`src/hdl/ipcc_pkg.sv`:
```
// Shared constants and types for the plug and play card configuration block
package ipcc_pkg;
  // Fixed host I/O ports of the configuration window
  localparam logic [11:0] IPCC_INDEX_PORT = 12'h279;
  localparam logic [11:0] IPCC_WDATA_PORT = 12'ha79;
  // Low two address bits of the relocatable read port
  localparam logic [1:0] IPCC_RD_LOW_BITS = 2'h3;
  // Upper address bits of the read port, always zero
  localparam logic [1:0] IPCC_RD_HIGH_BITS = 2'h0;
  // Card control register indices
  localparam logic [7:0] IPCC_IDX_RD_PORT = 8'h00;
  localparam logic [7:0] IPCC_IDX_ISOLATE = 8'h01;
  localparam logic [7:0] IPCC_IDX_CONFIG = 8'h02;
  localparam logic [7:0] IPCC_IDX_WAKE = 8'h03;
  localparam logic [7:0] IPCC_IDX_RES_DATA = 8'h04;
  localparam logic [7:0] IPCC_IDX_STATUS = 8'h05;
  localparam logic [7:0] IPCC_IDX_CSN = 8'h06;
  localparam logic [7:0] IPCC_IDX_LDEV = 8'h07;
  // Command bit positions inside the config command register
  localparam int IPCC_CMD_RESET_BIT = 0;
  localparam int IPCC_CMD_WAIT_KEY_BIT = 1;
  localparam int IPCC_CMD_CSN_CLR_BIT = 2;
  // Ready flag position in the status register
  localparam int IPCC_READY_BIT = 0;
  // Reset values
  localparam logic [7:0] IPCC_CSN_RESET = 8'h00;
  localparam logic [7:0] IPCC_INDEX_RESET = 8'h00;
  localparam logic [7:0] IPCC_RD_LOC_RESET = 8'h00;
  localparam logic [7:0] IPCC_ZERO_BYTE = 8'h00;
  // Initiation key sequencer: seed byte and last step of 32
  localparam logic [7:0] IPCC_KEY_SEED = 8'h6a;
  localparam logic [4:0] IPCC_KEY_LAST = 5'h1f;
  // Isolation answer bytes, first and second read of a bit
  localparam logic [7:0] IPCC_ISO_FIRST = 8'h55;
  localparam logic [7:0] IPCC_ISO_SECOND = 8'haa;
  // Card states
  typedef enum logic [3:0] {
    IPCC_WAIT_KEY = 4'b0001,
    IPCC_SLEEP = 4'b0010,
    IPCC_ISOLATE = 4'b0100,
    IPCC_CONFIG = 4'b1000
  } ipcc_state_t;
endpackage

```
`src/hdl/ipcc_card_config.sv`:
```
// Plug and play card control registers behind the ISA configuration ports
`timescale 1ns/1ps
module ipcc_card_config import ipcc_pkg::*; #(
  parameter int SERIAL_BITS = 72,
  // Serial identifier, value arbitrary
  parameter logic [SERIAL_BITS-1:0] SERIAL_ID = 72'h5a_0000_1234_5678_9abc,
  parameter int RES_DEPTH = 16,
  // Resource bytes, byte 0 in the low bits
  parameter logic [8*RES_DEPTH-1:0] RESOURCE_DATA = '0
) (
  input wire logic clk,
  input wire logic reset_n,
  input wire logic [11:0] sa,
  input wire logic iow_n,
  input wire logic ior_n,
  input wire logic [7:0] sd_in,
  output logic [7:0] sd_out,
  output logic sd_oe,
  output logic [3:0] card_state,
  output logic [7:0] card_select_number,
  output logic logical_reset
);
  localparam int PW = $clog2(RES_DEPTH);

  // Synchronised pins
  logic [11:0] sa_s;
  logic [7:0] sd_s;
  logic iow_s;
  logic ior_s;
  // Previous strobe levels for end-of-cycle detection
  logic iow_prev_q;
  logic ior_prev_q;
  // Card state and registers
  ipcc_state_t state_q;
  ipcc_state_t state_d;
  logic [7:0] index_q;
  logic [7:0] rd_loc_q;
  logic [7:0] csn_q;
  logic [7:0] key_q;
  logic [4:0] key_cnt_q;
  logic [6:0] iso_bit_q;
  logic iso_phase_q;
  logic iso_saw_q;
  logic [PW-1:0] res_ptr_q;
  logic ready_q;
  logic [7:0] res_mem [RES_DEPTH];

  // Address and data bus synchroniser
  ipcc_sync #(.W(20), .INIT(20'h0_0000)) bus_sync (
    .clk(clk),
    .reset_n(reset_n),
    .d({sa, sd_in}),
    .q({sa_s, sd_s})
  );

  // Strobe synchroniser, idle high
  ipcc_sync #(.W(2), .INIT(2'h3)) strobe_sync (
    .clk(clk),
    .reset_n(reset_n),
    .d({iow_n, ior_n}),
    .q({iow_s, ior_s})
  );

  // Resource bytes laid out as an array
  for (genvar i = 0; i < RES_DEPTH; i++) begin : g_res
    assign res_mem[i] = RESOURCE_DATA[8*i +: 8];
  end

  // Cycle ends at the rising edge of each strobe
  wire wr_done = iow_s & ~iow_prev_q;
  wire rd_done = ior_s & ~ior_prev_q;
  // Port decode
  wire [11:0] rd_port = {IPCC_RD_HIGH_BITS, rd_loc_q, IPCC_RD_LOW_BITS};
  wire hit_index = sa_s == IPCC_INDEX_PORT;
  wire hit_wdata = sa_s == IPCC_WDATA_PORT;
  wire hit_rdata = sa_s == rd_port;
  // Data ports stay closed until the key is seen
  wire data_open = state_q != IPCC_WAIT_KEY;
  wire rd_open = (state_q == IPCC_ISOLATE) || (state_q == IPCC_CONFIG);
  wire wr_index = wr_done & hit_index;
  wire wr_reg = wr_done & hit_wdata & data_open;
  wire rd_reg = rd_done & hit_rdata & rd_open;
  // Register write decode
  wire wr_cfg = wr_reg & (index_q == IPCC_IDX_CONFIG);
  wire cmd_reset = wr_cfg & sd_s[IPCC_CMD_RESET_BIT];
  wire cmd_wait_key = wr_cfg & sd_s[IPCC_CMD_WAIT_KEY_BIT];
  wire cmd_csn_clr = wr_cfg & sd_s[IPCC_CMD_CSN_CLR_BIT];
  wire wr_wake = wr_reg & (index_q == IPCC_IDX_WAKE);
  wire wake_match = wr_wake & (sd_s == csn_q);
  wire wr_loc = wr_reg & (index_q == IPCC_IDX_RD_PORT);
  wire wr_csn = wr_reg & (index_q == IPCC_IDX_CSN);
  // Register read decode
  wire rd_iso = rd_reg & (index_q == IPCC_IDX_ISOLATE) & (state_q == IPCC_ISOLATE);
  wire rd_res = rd_reg & (index_q == IPCC_IDX_RES_DATA);
  // Initiation key step, taken only at the index port
  wire key_hit = sd_s == key_q;
  wire [7:0] key_next = {key_q[1] ^ key_q[0], key_q[7:1]};
  wire key_done = wr_index & (state_q == IPCC_WAIT_KEY) & key_hit & (key_cnt_q == IPCC_KEY_LAST);
  // Isolation: own bit and losing a comparison
  wire own_bit = SERIAL_ID[iso_bit_q];
  wire iso_last = iso_bit_q == 7'(SERIAL_BITS - 1);
  wire iso_lose = rd_iso & iso_phase_q & ~own_bit & iso_saw_q & (sd_s == IPCC_ISO_SECOND);
  wire [7:0] iso_byte = iso_phase_q ? IPCC_ISO_SECOND : IPCC_ISO_FIRST;
  // A card whose bit is zero leaves the bus to others during isolation
  wire iso_quiet = (index_q == IPCC_IDX_ISOLATE) & (state_q == IPCC_ISOLATE) & ~own_bit;
  // Read data select; everything unlisted reads zero
  wire [7:0] rd_mux =
    (index_q == IPCC_IDX_ISOLATE && state_q == IPCC_ISOLATE) ? iso_byte :
    (index_q == IPCC_IDX_RES_DATA) ? res_mem[res_ptr_q] :
    (index_q == IPCC_IDX_STATUS) ? {7'h00, ready_q} :
    (index_q == IPCC_IDX_CSN) ? csn_q :
    (index_q == IPCC_IDX_LDEV) ? IPCC_ZERO_BYTE : IPCC_ZERO_BYTE;
  wire oe_d = ~ior_s & hit_rdata & rd_open & ~iso_quiet;

  // Next card state, wait-for-key command overrides every other transition
  always_comb begin
    state_d = state_q;
    unique case (state_q)
      IPCC_WAIT_KEY: begin
        if (key_done) begin
          state_d = IPCC_SLEEP;
        end
      end
      IPCC_SLEEP: begin
        if (wake_match) begin
          state_d = (sd_s == IPCC_ZERO_BYTE) ? IPCC_ISOLATE : IPCC_CONFIG;
        end
      end
      IPCC_ISOLATE: begin
        if ((wr_wake && !wake_match) || iso_lose) begin
          state_d = IPCC_SLEEP;
        end else if (wr_csn) begin
          state_d = IPCC_CONFIG;
        end
      end
      IPCC_CONFIG: begin
        if (wr_wake && !wake_match) begin
          state_d = IPCC_SLEEP;
        end
      end
    endcase
    if (cmd_wait_key) begin
      state_d = IPCC_WAIT_KEY;
    end
  end

  // State and strobe history
  always_ff @(posedge clk or negedge reset_n) begin
    if (!reset_n) begin
      state_q <= IPCC_WAIT_KEY;
      iow_prev_q <= 1'b1;
      ior_prev_q <= 1'b1;
    end else begin
      state_q <= state_d;
      iow_prev_q <= iow_s;
      ior_prev_q <= ior_s;
    end
  end

  // Index register and read port location
  always_ff @(posedge clk or negedge reset_n) begin
    if (!reset_n) begin
      index_q <= IPCC_INDEX_RESET;
      rd_loc_q <= IPCC_RD_LOC_RESET;
    end else begin
      if (wr_index && data_open) begin
        index_q <= sd_s;
      end
      if (wr_loc) begin
        rd_loc_q <= sd_s;
      end
    end
  end

  // Card select number: clear command, else host write
  always_ff @(posedge clk or negedge reset_n) begin
    if (!reset_n) begin
      csn_q <= IPCC_CSN_RESET;
    end else if (cmd_csn_clr) begin
      csn_q <= IPCC_CSN_RESET;
    end else if (wr_csn) begin
      csn_q <= sd_s;
    end
  end

  // Initiation key sequencer, restarts on any mismatch
  always_ff @(posedge clk or negedge reset_n) begin
    if (!reset_n) begin
      key_q <= IPCC_KEY_SEED;
      key_cnt_q <= 5'h00;
    end else if (state_q != IPCC_WAIT_KEY) begin
      key_q <= IPCC_KEY_SEED;
      key_cnt_q <= 5'h00;
    end else if (wr_index) begin
      key_q <= key_hit ? key_next : IPCC_KEY_SEED;
      key_cnt_q <= key_hit ? key_cnt_q + 5'h01 : 5'h00;
    end
  end

  // Isolation bit walk, two reads per serial bit
  always_ff @(posedge clk or negedge reset_n) begin
    if (!reset_n) begin
      iso_bit_q <= 7'h00;
      iso_phase_q <= 1'b0;
      iso_saw_q <= 1'b0;
    end else if (state_q != IPCC_ISOLATE) begin
      iso_bit_q <= 7'h00;
      iso_phase_q <= 1'b0;
      iso_saw_q <= 1'b0;
    end else if (rd_iso) begin
      iso_phase_q <= ~iso_phase_q;
      iso_saw_q <= sd_s == IPCC_ISO_FIRST;
      if (iso_phase_q && !iso_last) begin
        iso_bit_q <= iso_bit_q + 7'h01;
      end
    end
  end

  // Resource pointer and ready flag
  always_ff @(posedge clk or negedge reset_n) begin
    if (!reset_n) begin
      res_ptr_q <= '0;
      ready_q <= 1'b0;
    end else if (cmd_reset || (state_q == IPCC_SLEEP && wake_match)) begin
      res_ptr_q <= '0;
      ready_q <= 1'b0;
    end else if (rd_res) begin
      res_ptr_q <= res_ptr_q + 1'b1;
      ready_q <= 1'b0;
    end else begin
      ready_q <= 1'b1;
    end
  end

  // Registered outputs
  always_ff @(posedge clk or negedge reset_n) begin
    if (!reset_n) begin
      sd_out <= IPCC_ZERO_BYTE;
      sd_oe <= 1'b0;
      card_state <= IPCC_WAIT_KEY;
      card_select_number <= IPCC_CSN_RESET;
      logical_reset <= 1'b0;
    end else begin
      sd_out <= rd_mux;
      sd_oe <= oe_d;
      card_state <= state_d;
      card_select_number <= cmd_csn_clr ? IPCC_CSN_RESET : (wr_csn ? sd_s : csn_q);
      logical_reset <= cmd_reset;
    end
  end
endmodule

```
`src/hdl/ipcc_sync.sv`:
```
// Two flip-flop synchroniser for a group of pin inputs
`timescale 1ns/1ps
module ipcc_sync #(
  parameter int W = 1,
  parameter logic [W-1:0] INIT = '0
) (
  input wire logic clk,
  input wire logic reset_n,
  input wire logic [W-1:0] d,
  output logic [W-1:0] q
);
  // First stage, read only by the second stage
  logic [W-1:0] meta_q;

  // Two stages, reset to the idle level of the pins
  always_ff @(posedge clk or negedge reset_n) begin
    if (!reset_n) begin
      meta_q <= INIT;
      q <= INIT;
    end else begin
      meta_q <= d;
      q <= meta_q;
    end
  end
endmodule

```
`config.mk`:
```
export PLATFORM = sky130hd
export DESIGN_NAME = ipcc_card_config
export DESIGN_NICKNAME = d
export VERILOG_FILES = /design/src/hdl/ipcc_pkg.sv /design/src/hdl/ipcc_card_config.sv /design/src/hdl/ipcc_sync.sv
export SDC_FILE = /design/constraint.sdc
export NUM_CORES = 1
export LEC_CHECK = 0
export BUFFER_PORTS_ARGS = -buffer_cell sky130_fd_sc_hd__clkbuf_2
export CAP_MARGIN = 20
export CORE_AREA = 2 2 112 114
export DETAILED_ROUTE_END_ITERATION = 8
export DIE_AREA = 0 0 114 116
export PLACE_DENSITY = 0.61
export SLEW_MARGIN = 30
export SYNTH_ARGS = -nofsm -noshare
export SYNTH_HDL_FRONTEND = slang
export SYNTH_SLANG_ARGS = --single-unit
```
`constraint.sdc`:
```
create_clock -name clk -period 2.67 [get_ports clk]
set_input_delay 0 -clock clk [delete_from_list [all_inputs] [get_ports clk]]
set_output_delay 0 -clock clk [all_outputs]
set_load 0.01 [all_outputs]
```
==> results.sh, run 1 <==
export IMPL_status="completed"
export IMPL_grt_max_degree=85
export IMPL_synth_cell_types=64
export IMPL_critPathMaxFanout=7
export IMPL_peakVddDrop_uv=554.6
export IMPL_hold_viol=0
export IMPL_synthesis_nets=411
export IMPL_rr_worst_depth=8
export IMPL_multiInputGateArea_um2=1856
export IMPL_required_ns=2.95
export IMPL_setup_viol=0
export IMPL_final_util_pct=46.85
export IMPL_r2r_end="card_state[1]"
export IMPL_hold_path_class="in -> async"
export IMPL_finalSetupTns_ns=0
export IMPL_nFillCells=1099
export IMPL_wl_um=9308
export IMPL_drive_gt1_share_pct=25.11
export IMPL_dieArea_um2=13220
export IMPL_area_growth_pct=19.25
export IMPL_ys_flop_type="dfrtp_1"
export IMPL_maxSlewViolCount=0
export IMPL_cap_violations=0
export IMPL_holdWs_ns=0.07711
export IMPL_synthesis_area_um2=4679
export IMPL_mostFrequentLayoutCells="95 x dfrtp_1, 44 x clkbuf_2, 36 x nor2_1, 36 x nand2_1, 23 x dlygate4sd3_1"
export IMPL_avgSynthCellArea_um2=12.31
export IMPL_timing_rr_start="iso_bit_q[1]"
export IMPL_clk_latency_ns=0.35
export IMPL_seq_area_um2=2693
export IMPL_cp_end_kind="register"
export IMPL_ys_seq_elements=107
export IMPL_yosysTopAreaCellShare_pct=51.34
export IMPL_initial_core_util_pct=39.29
export IMPL_drt_initial_drc_count=118
export IMPL_clockBufferDepth=2
export IMPL_timing_final_crit_share_pct=94.70
export IMPL_critPathLaunchType="register"
export IMPL_first_global_vias=3117
export IMPL_io_pins=46
export IMPL_drt_met1_wl_um=4432
export IMPL_skew_ns=0.005491
export IMPL_instances_no_fill=601
export IMPL_root_buffer="clkbuf_16"
export IMPL_h_tree_depth=3
export IMPL_p_leak_nw=2.479
export IMPL_yosys_warnings=0
export IMPL_finalPower_w=0.003135
export IMPL_r2r_slack_ns=0.14
export IMPL_startpoint="iso_bit_q[1]"
export IMPL_drt_first_pass_iters=4
export IMPL_wl_met3_um=421
export IMPL_synth_top_area_cell="dfrtp_1"
export IMPL_drc_errors=0
export IMPL_wl_per_cell_um=15.49
export IMPL_min_period_ns=2.529
export IMPL_postCtsSetupRepairBufs=0
export IMPL_grt_antenna_before_repair=0
export IMPL_io_buffers=45
export IMPL_async_flop_share_pct=100.0
export IMPL_dr_wl_met2_um=4331
export IMPL_layout_commonest_cell="dfrtp_1"
export IMPL_synth_edf_count=0
export IMPL_dp_cells=562
export IMPL_fin_nets=480
export IMPL_synthCells=380
export IMPL_setup_worst_path_class="reg -> reg"
export IMPL_tightest_slew_ns=0.6534
export IMPL_max_slew_margin_pct=56.25
export IMPL_clk_pin_slew_ns=0.07
export IMPL_cts_made_buffers=9
export IMPL_ys_top_cells_by_area="dfrtp_1 51%, dfstp_2 6.2%, mux2_2 3.9%"
export IMPL_grt_overflow=0
export IMPL_cts_sinks=107
export IMPL_rows=40
export IMPL_powerDensity_nw_per_um2=561.8
export IMPL_core_area_um2=11910
export IMPL_highest_layer="met4"
export IMPL_ys_seq_area_share_pct=57.51
export IMPL_grt_pass1_wl_um=15890
export IMPL_antenna_cells=0
export IMPL_clock_fmax_mhz=395.5
export IMPL_arrival_ns=2.81
export IMPL_vias=3071
export IMPL_rsz0062_at_grt="false"
export IMPL_ant_nets=0
export IMPL_post_dp_hpwl_um=6631
export IMPL_cts_tree="yes"
export IMPL_dieHeight_um=116
export IMPL_track_usage_pct=15.50
export IMPL_die_w_um=114
export IMPL_drt_vias_per_instance=5.110
export IMPL_gp_congestion=0.8115
## per-layer routing
layer  track usage (%)  up-vias
li1                  -     1482
met1             21.71     1511
met2             24.01       68
met3             3.556       10
met4             5.122        0
met5                 0        -
## cell type report
cell class | instances | area share [%]
Timing Repair Buffer | 75 | 9.372
Clock buffer | 9 | 4.036
Sequential cell | 107 | 48.25
Clock inverter | 7 | 1.390
Inverter | 6 | 0.4036
Multi-Input combinational cell | 250 | 33.25
Tap cell | 147 | 3.296
## repair_timing
item / 4_1_cts / 5_1_grt
gates resized for setup: 0 / 1
setup endpoints to repair: 0 / 1
hold endpoints to repair: 119 / 0
hold buffers: 23 / 0
## how the worst max path moves through the flow
stage	to	slack, ns
floorplan	card_state[1]	0.29
global placement	card_state[1]	0.19
detailed placement	card_state[1]	0.12
CTS	card_state[1]	0.1
global route	card_state[1]	0.04
finish	card_state[1]	0.14
## synth_stat cells (5+ instances only)
cell type  instances
a22o_1             5
clkbuf_1           5
nor2_1            36
o21ai_0            8
nand4_1           12
dfstp_2           11
xor2_1            15
mux2i_1           10
nor4_1             5
nand2_1           36
mux2_2            16
xnor2_1           19
ha_1               7
inv_1              5
dfrtp_1           96
nand3_1            7
## registers in the layout, summed over array words and instances, names as in the netlist, 2 cells and up
register            cells
card_select_number      8
card_state              4
index_q                 8
iso_bit_q               7
sd_out                  8
key_q                   8
rd_loc_q                8
bus_sync.meta_q        20
bus_sync.q             20
strobe_sync.meta_q      2
strobe_sync.q           2
key_cnt_q               5
## power breakdown
part / internal (W) / switching, W
clock network: 0.000663 / 0.000639
logic: 0.0000682 / 0.0000734
registers: 0.00166 / 0.0000308
total: 0.00239 / 0.000743
## logic make-up after synthesis
logic type / share of synthesized area, %
XOR/XNOR: 6.364
flip-flops: 57.51
AO/OA/AOI/OAI: 5.267
multiplexers: 7.513
adder cells (fa/ha/maj): 1.872
AND/OR/NAND/NOR: 18.32
buffers and inverters: 3.155
## per-stage QoR
stage | worst slack (ns) | area, um2
6_report | 0.1414 | 5580
5_1_grt | 0.04348 | 5580
4_1_cts | 0.09748 | 5570
3_5_place_dp | 0.1191 | 5037
3_3_place_gp | 0.1916 | 5037
2_1_floorplan | 0.2916 | 4679
## worst max-delay path: stages (launching register included)
cell,delay [ns]
dfrtp_1,0.47
inv_1,0.12
ha_1,0.32
mux4_2,0.48
a32oi_2,0.23
and4b_1,0.23
nor3_2,0.06
or4b_1,0.47
o21ai_1,0.08
Power figures use the tool's default switching activity.
==> run 2: changes to the inputs <==
--- a/config.mk
+++ b/config.mk
@@ -5,12 +5,14 @@
 export SDC_FILE = /design/constraint.sdc
 export NUM_CORES = 1
 export LEC_CHECK = 0
+export ABC_CLOCK_PERIOD_IN_PS = 2670
 export BUFFER_PORTS_ARGS = -buffer_cell sky130_fd_sc_hd__clkbuf_2
 export CAP_MARGIN = 20
-export CORE_AREA = 2 2 112 114
+export CORE_AREA = 2 2 105 107
 export DETAILED_ROUTE_END_ITERATION = 8
-export DIE_AREA = 0 0 114 116
-export PLACE_DENSITY = 0.61
+export DIE_AREA = 0 0 107 109
+export PLACE_DENSITY = 0.67
+export RECOVER_POWER = 50
 export SLEW_MARGIN = 30
 export SYNTH_ARGS = -nofsm -noshare
 export SYNTH_HDL_FRONTEND = slang
==> results.sh, run 2 (synthesis results as in run 1) <==
export IMPL_nFillCells=940
export IMPL_drt_vias_per_instance=5.138
export IMPL_tightest_slew_ns=1.173
export IMPL_grt_pass1_wl_um=15130
export IMPL_finalSetupTns_ns=0
export IMPL_critPathMaxFanout=7
export IMPL_ant_nets=0
export IMPL_clk_latency_ns=0.38
export IMPL_initial_core_util_pct=44.14
export IMPL_drc_errors=0
export IMPL_holdWs_ns=0.2452
export IMPL_r2r_slack_ns=0.15
export IMPL_cpMaxStageDelayCell="mux4_2"
export IMPL_hold_path_class="in -> reg"
export IMPL_min_period_ns=2.520
export IMPL_hold_viol=0
export IMPL_fin_nets=481
export IMPL_cts_sinks=107
export IMPL_skew_ns=0.01147
export IMPL_dp_cells=556
export IMPL_wl_per_cell_um=15.11
export IMPL_first_global_vias=2990
export IMPL_area_growth_pct=16.36
export IMPL_drt_initial_drc_count=137
export IMPL_clockBufferDepth=2
export IMPL_p_leak_nw=2.384
export IMPL_status="completed"
export IMPL_root_buffer="clkbuf_8"
export IMPL_setup_viol=0
export IMPL_cts_tree="yes"
export IMPL_finalPower_w=0.002813
export IMPL_clock_fmax_mhz=396.8
export IMPL_rsz0062_at_grt="false"
export IMPL_post_dp_hpwl_um=6336
export IMPL_max_slew_margin_pct=21.80
export IMPL_postCtsSetupRepairBufs=0
export IMPL_drt_first_pass_iters=4
export IMPL_setup_worst_path_class="reg -> reg"
export IMPL_rows=38
export IMPL_dieHeight_um=109
export IMPL_timing_final_crit_share_pct=94.39
export IMPL_cp_end_kind="register"
export IMPL_path_cells="inv_1 -> ha_1 -> mux4_2 -> a32oi_2 -> and4b_1 -> nor3_2 -> or4b_1 -> o21ai_1"
export IMPL_cap_violations=0
export IMPL_grt_overflow=0
export IMPL_mostFrequentLayoutCells="95 x dfrtp_1, 36 x nor2_1, 36 x nand2_1"
export IMPL_layout_commonest_cell="dfrtp_1"
export IMPL_max_stage_delay_ns=0.48
export IMPL_grt_antenna_before_repair=0
export IMPL_io_buffers=45
export IMPL_track_usage_pct=16.93
export IMPL_reg_top3="bus_sync.meta_q (20), bus_sync.q (20)"
export IMPL_antenna_cells=0
export IMPL_required_ns=2.98
export IMPL_core_area_um2=10600
export IMPL_die_w_um=107
export IMPL_vias=3057
export IMPL_gp_congestion=0.8633
export IMPL_critPathBufInv=1
export IMPL_crit_family="simple AND/OR/NAND/NOR gates"
export IMPL_grt_max_degree=60
export IMPL_powerDensity_nw_per_um2=516.7
export IMPL_cts_made_buffers=9
export IMPL_critPathLaunchType="register"
export IMPL_h_tree_depth=3
export IMPL_drive_gt1_share_pct=21.54
export IMPL_io_pins=46
export IMPL_dieArea_um2=11660
export IMPL_peakVddDrop_uv=410.4
export IMPL_final_util_pct=51.36
export IMPL_wl_um=8991
export IMPL_arrival_ns=2.83
export IMPL_maxSlewViolCount=0
export IMPL_instances_no_fill=595
export IMPL_clk_pin_slew_ns=0.11
## run 2: final timing paths
kind	startpoint	endpoint	depth (start not counted)
max	iso_bit_q[1]	card_state[1]	8
min	ior_n	strobe_sync.meta_q[0]	2
max reg2reg	iso_bit_q[1]	card_state[1]	8
min reg2reg	bus_sync.meta_q[14]	bus_sync.q[14]	0
max in group asynchronous	reset_n	bus_sync.q[19]	3
min in group asynchronous	reset_n	card_select_number[0]	2
## run 2: power breakdown
| group | internal, W | switching, W | leakage, nW |
|---|---|---|---|
| Combinational | 0.0000655 | 0.0000726 | 0.931 |
| Sequential | 0.00166 | 0.0000302 | 1.35 |
| Clock | 0.000376 | 0.000609 | 0.102 |
| Total | 0.00210 | 0.000712 | 2.38 |
## run 2: final cells by class
| class | instances | area (um2) | area share (%) |
|---|---|---|---|
| multi-input cells | 250 | 1856 | 34.08 |
| flip-flops and latches | 107 | 2693 | 49.45 |
| repair buffers | 76 | 496.7 | 9.122 |
| clock buffers | 9 | 123.9 | 2.275 |
| well taps | 140 | 175.2 | 3.217 |
| clock inverters | 7 | 78.83 | 1.448 |
| inverters | 6 | 22.52 | 0.4136 |
## run 2: routing by layer
metal,global-route usage (%),wire length [um],vias to the layer above,share of wire (%)
met4,3.989,82,0,0.91
met3,5.320,463,9,5.1
met1,23.70,4330,1500,48
li1,-,-,1474,-
met5,0,0,-,0
met2,25.98,4114,74,46
## run 2: stage by stage
| step | worst slack (ns) | instance area, um2 |
|---|---|---|
| after global routing | 0.02687 | 5445 |
| after detailed placement | 0.1327 | 5045 |
| final | 0.1498 | 5445 |
| after floorplan | 0.2916 | 4679 |
| after global placement | 0.2069 | 5036 |
| after CTS | 0.09971 | 5478 |
## run 2: repair_timing
item,in CTS,in global routing
hold buffers,23,0
endpoints found under the hold margin,65,0
endpoints found under the setup margin,0,1
resized for setup,0,1
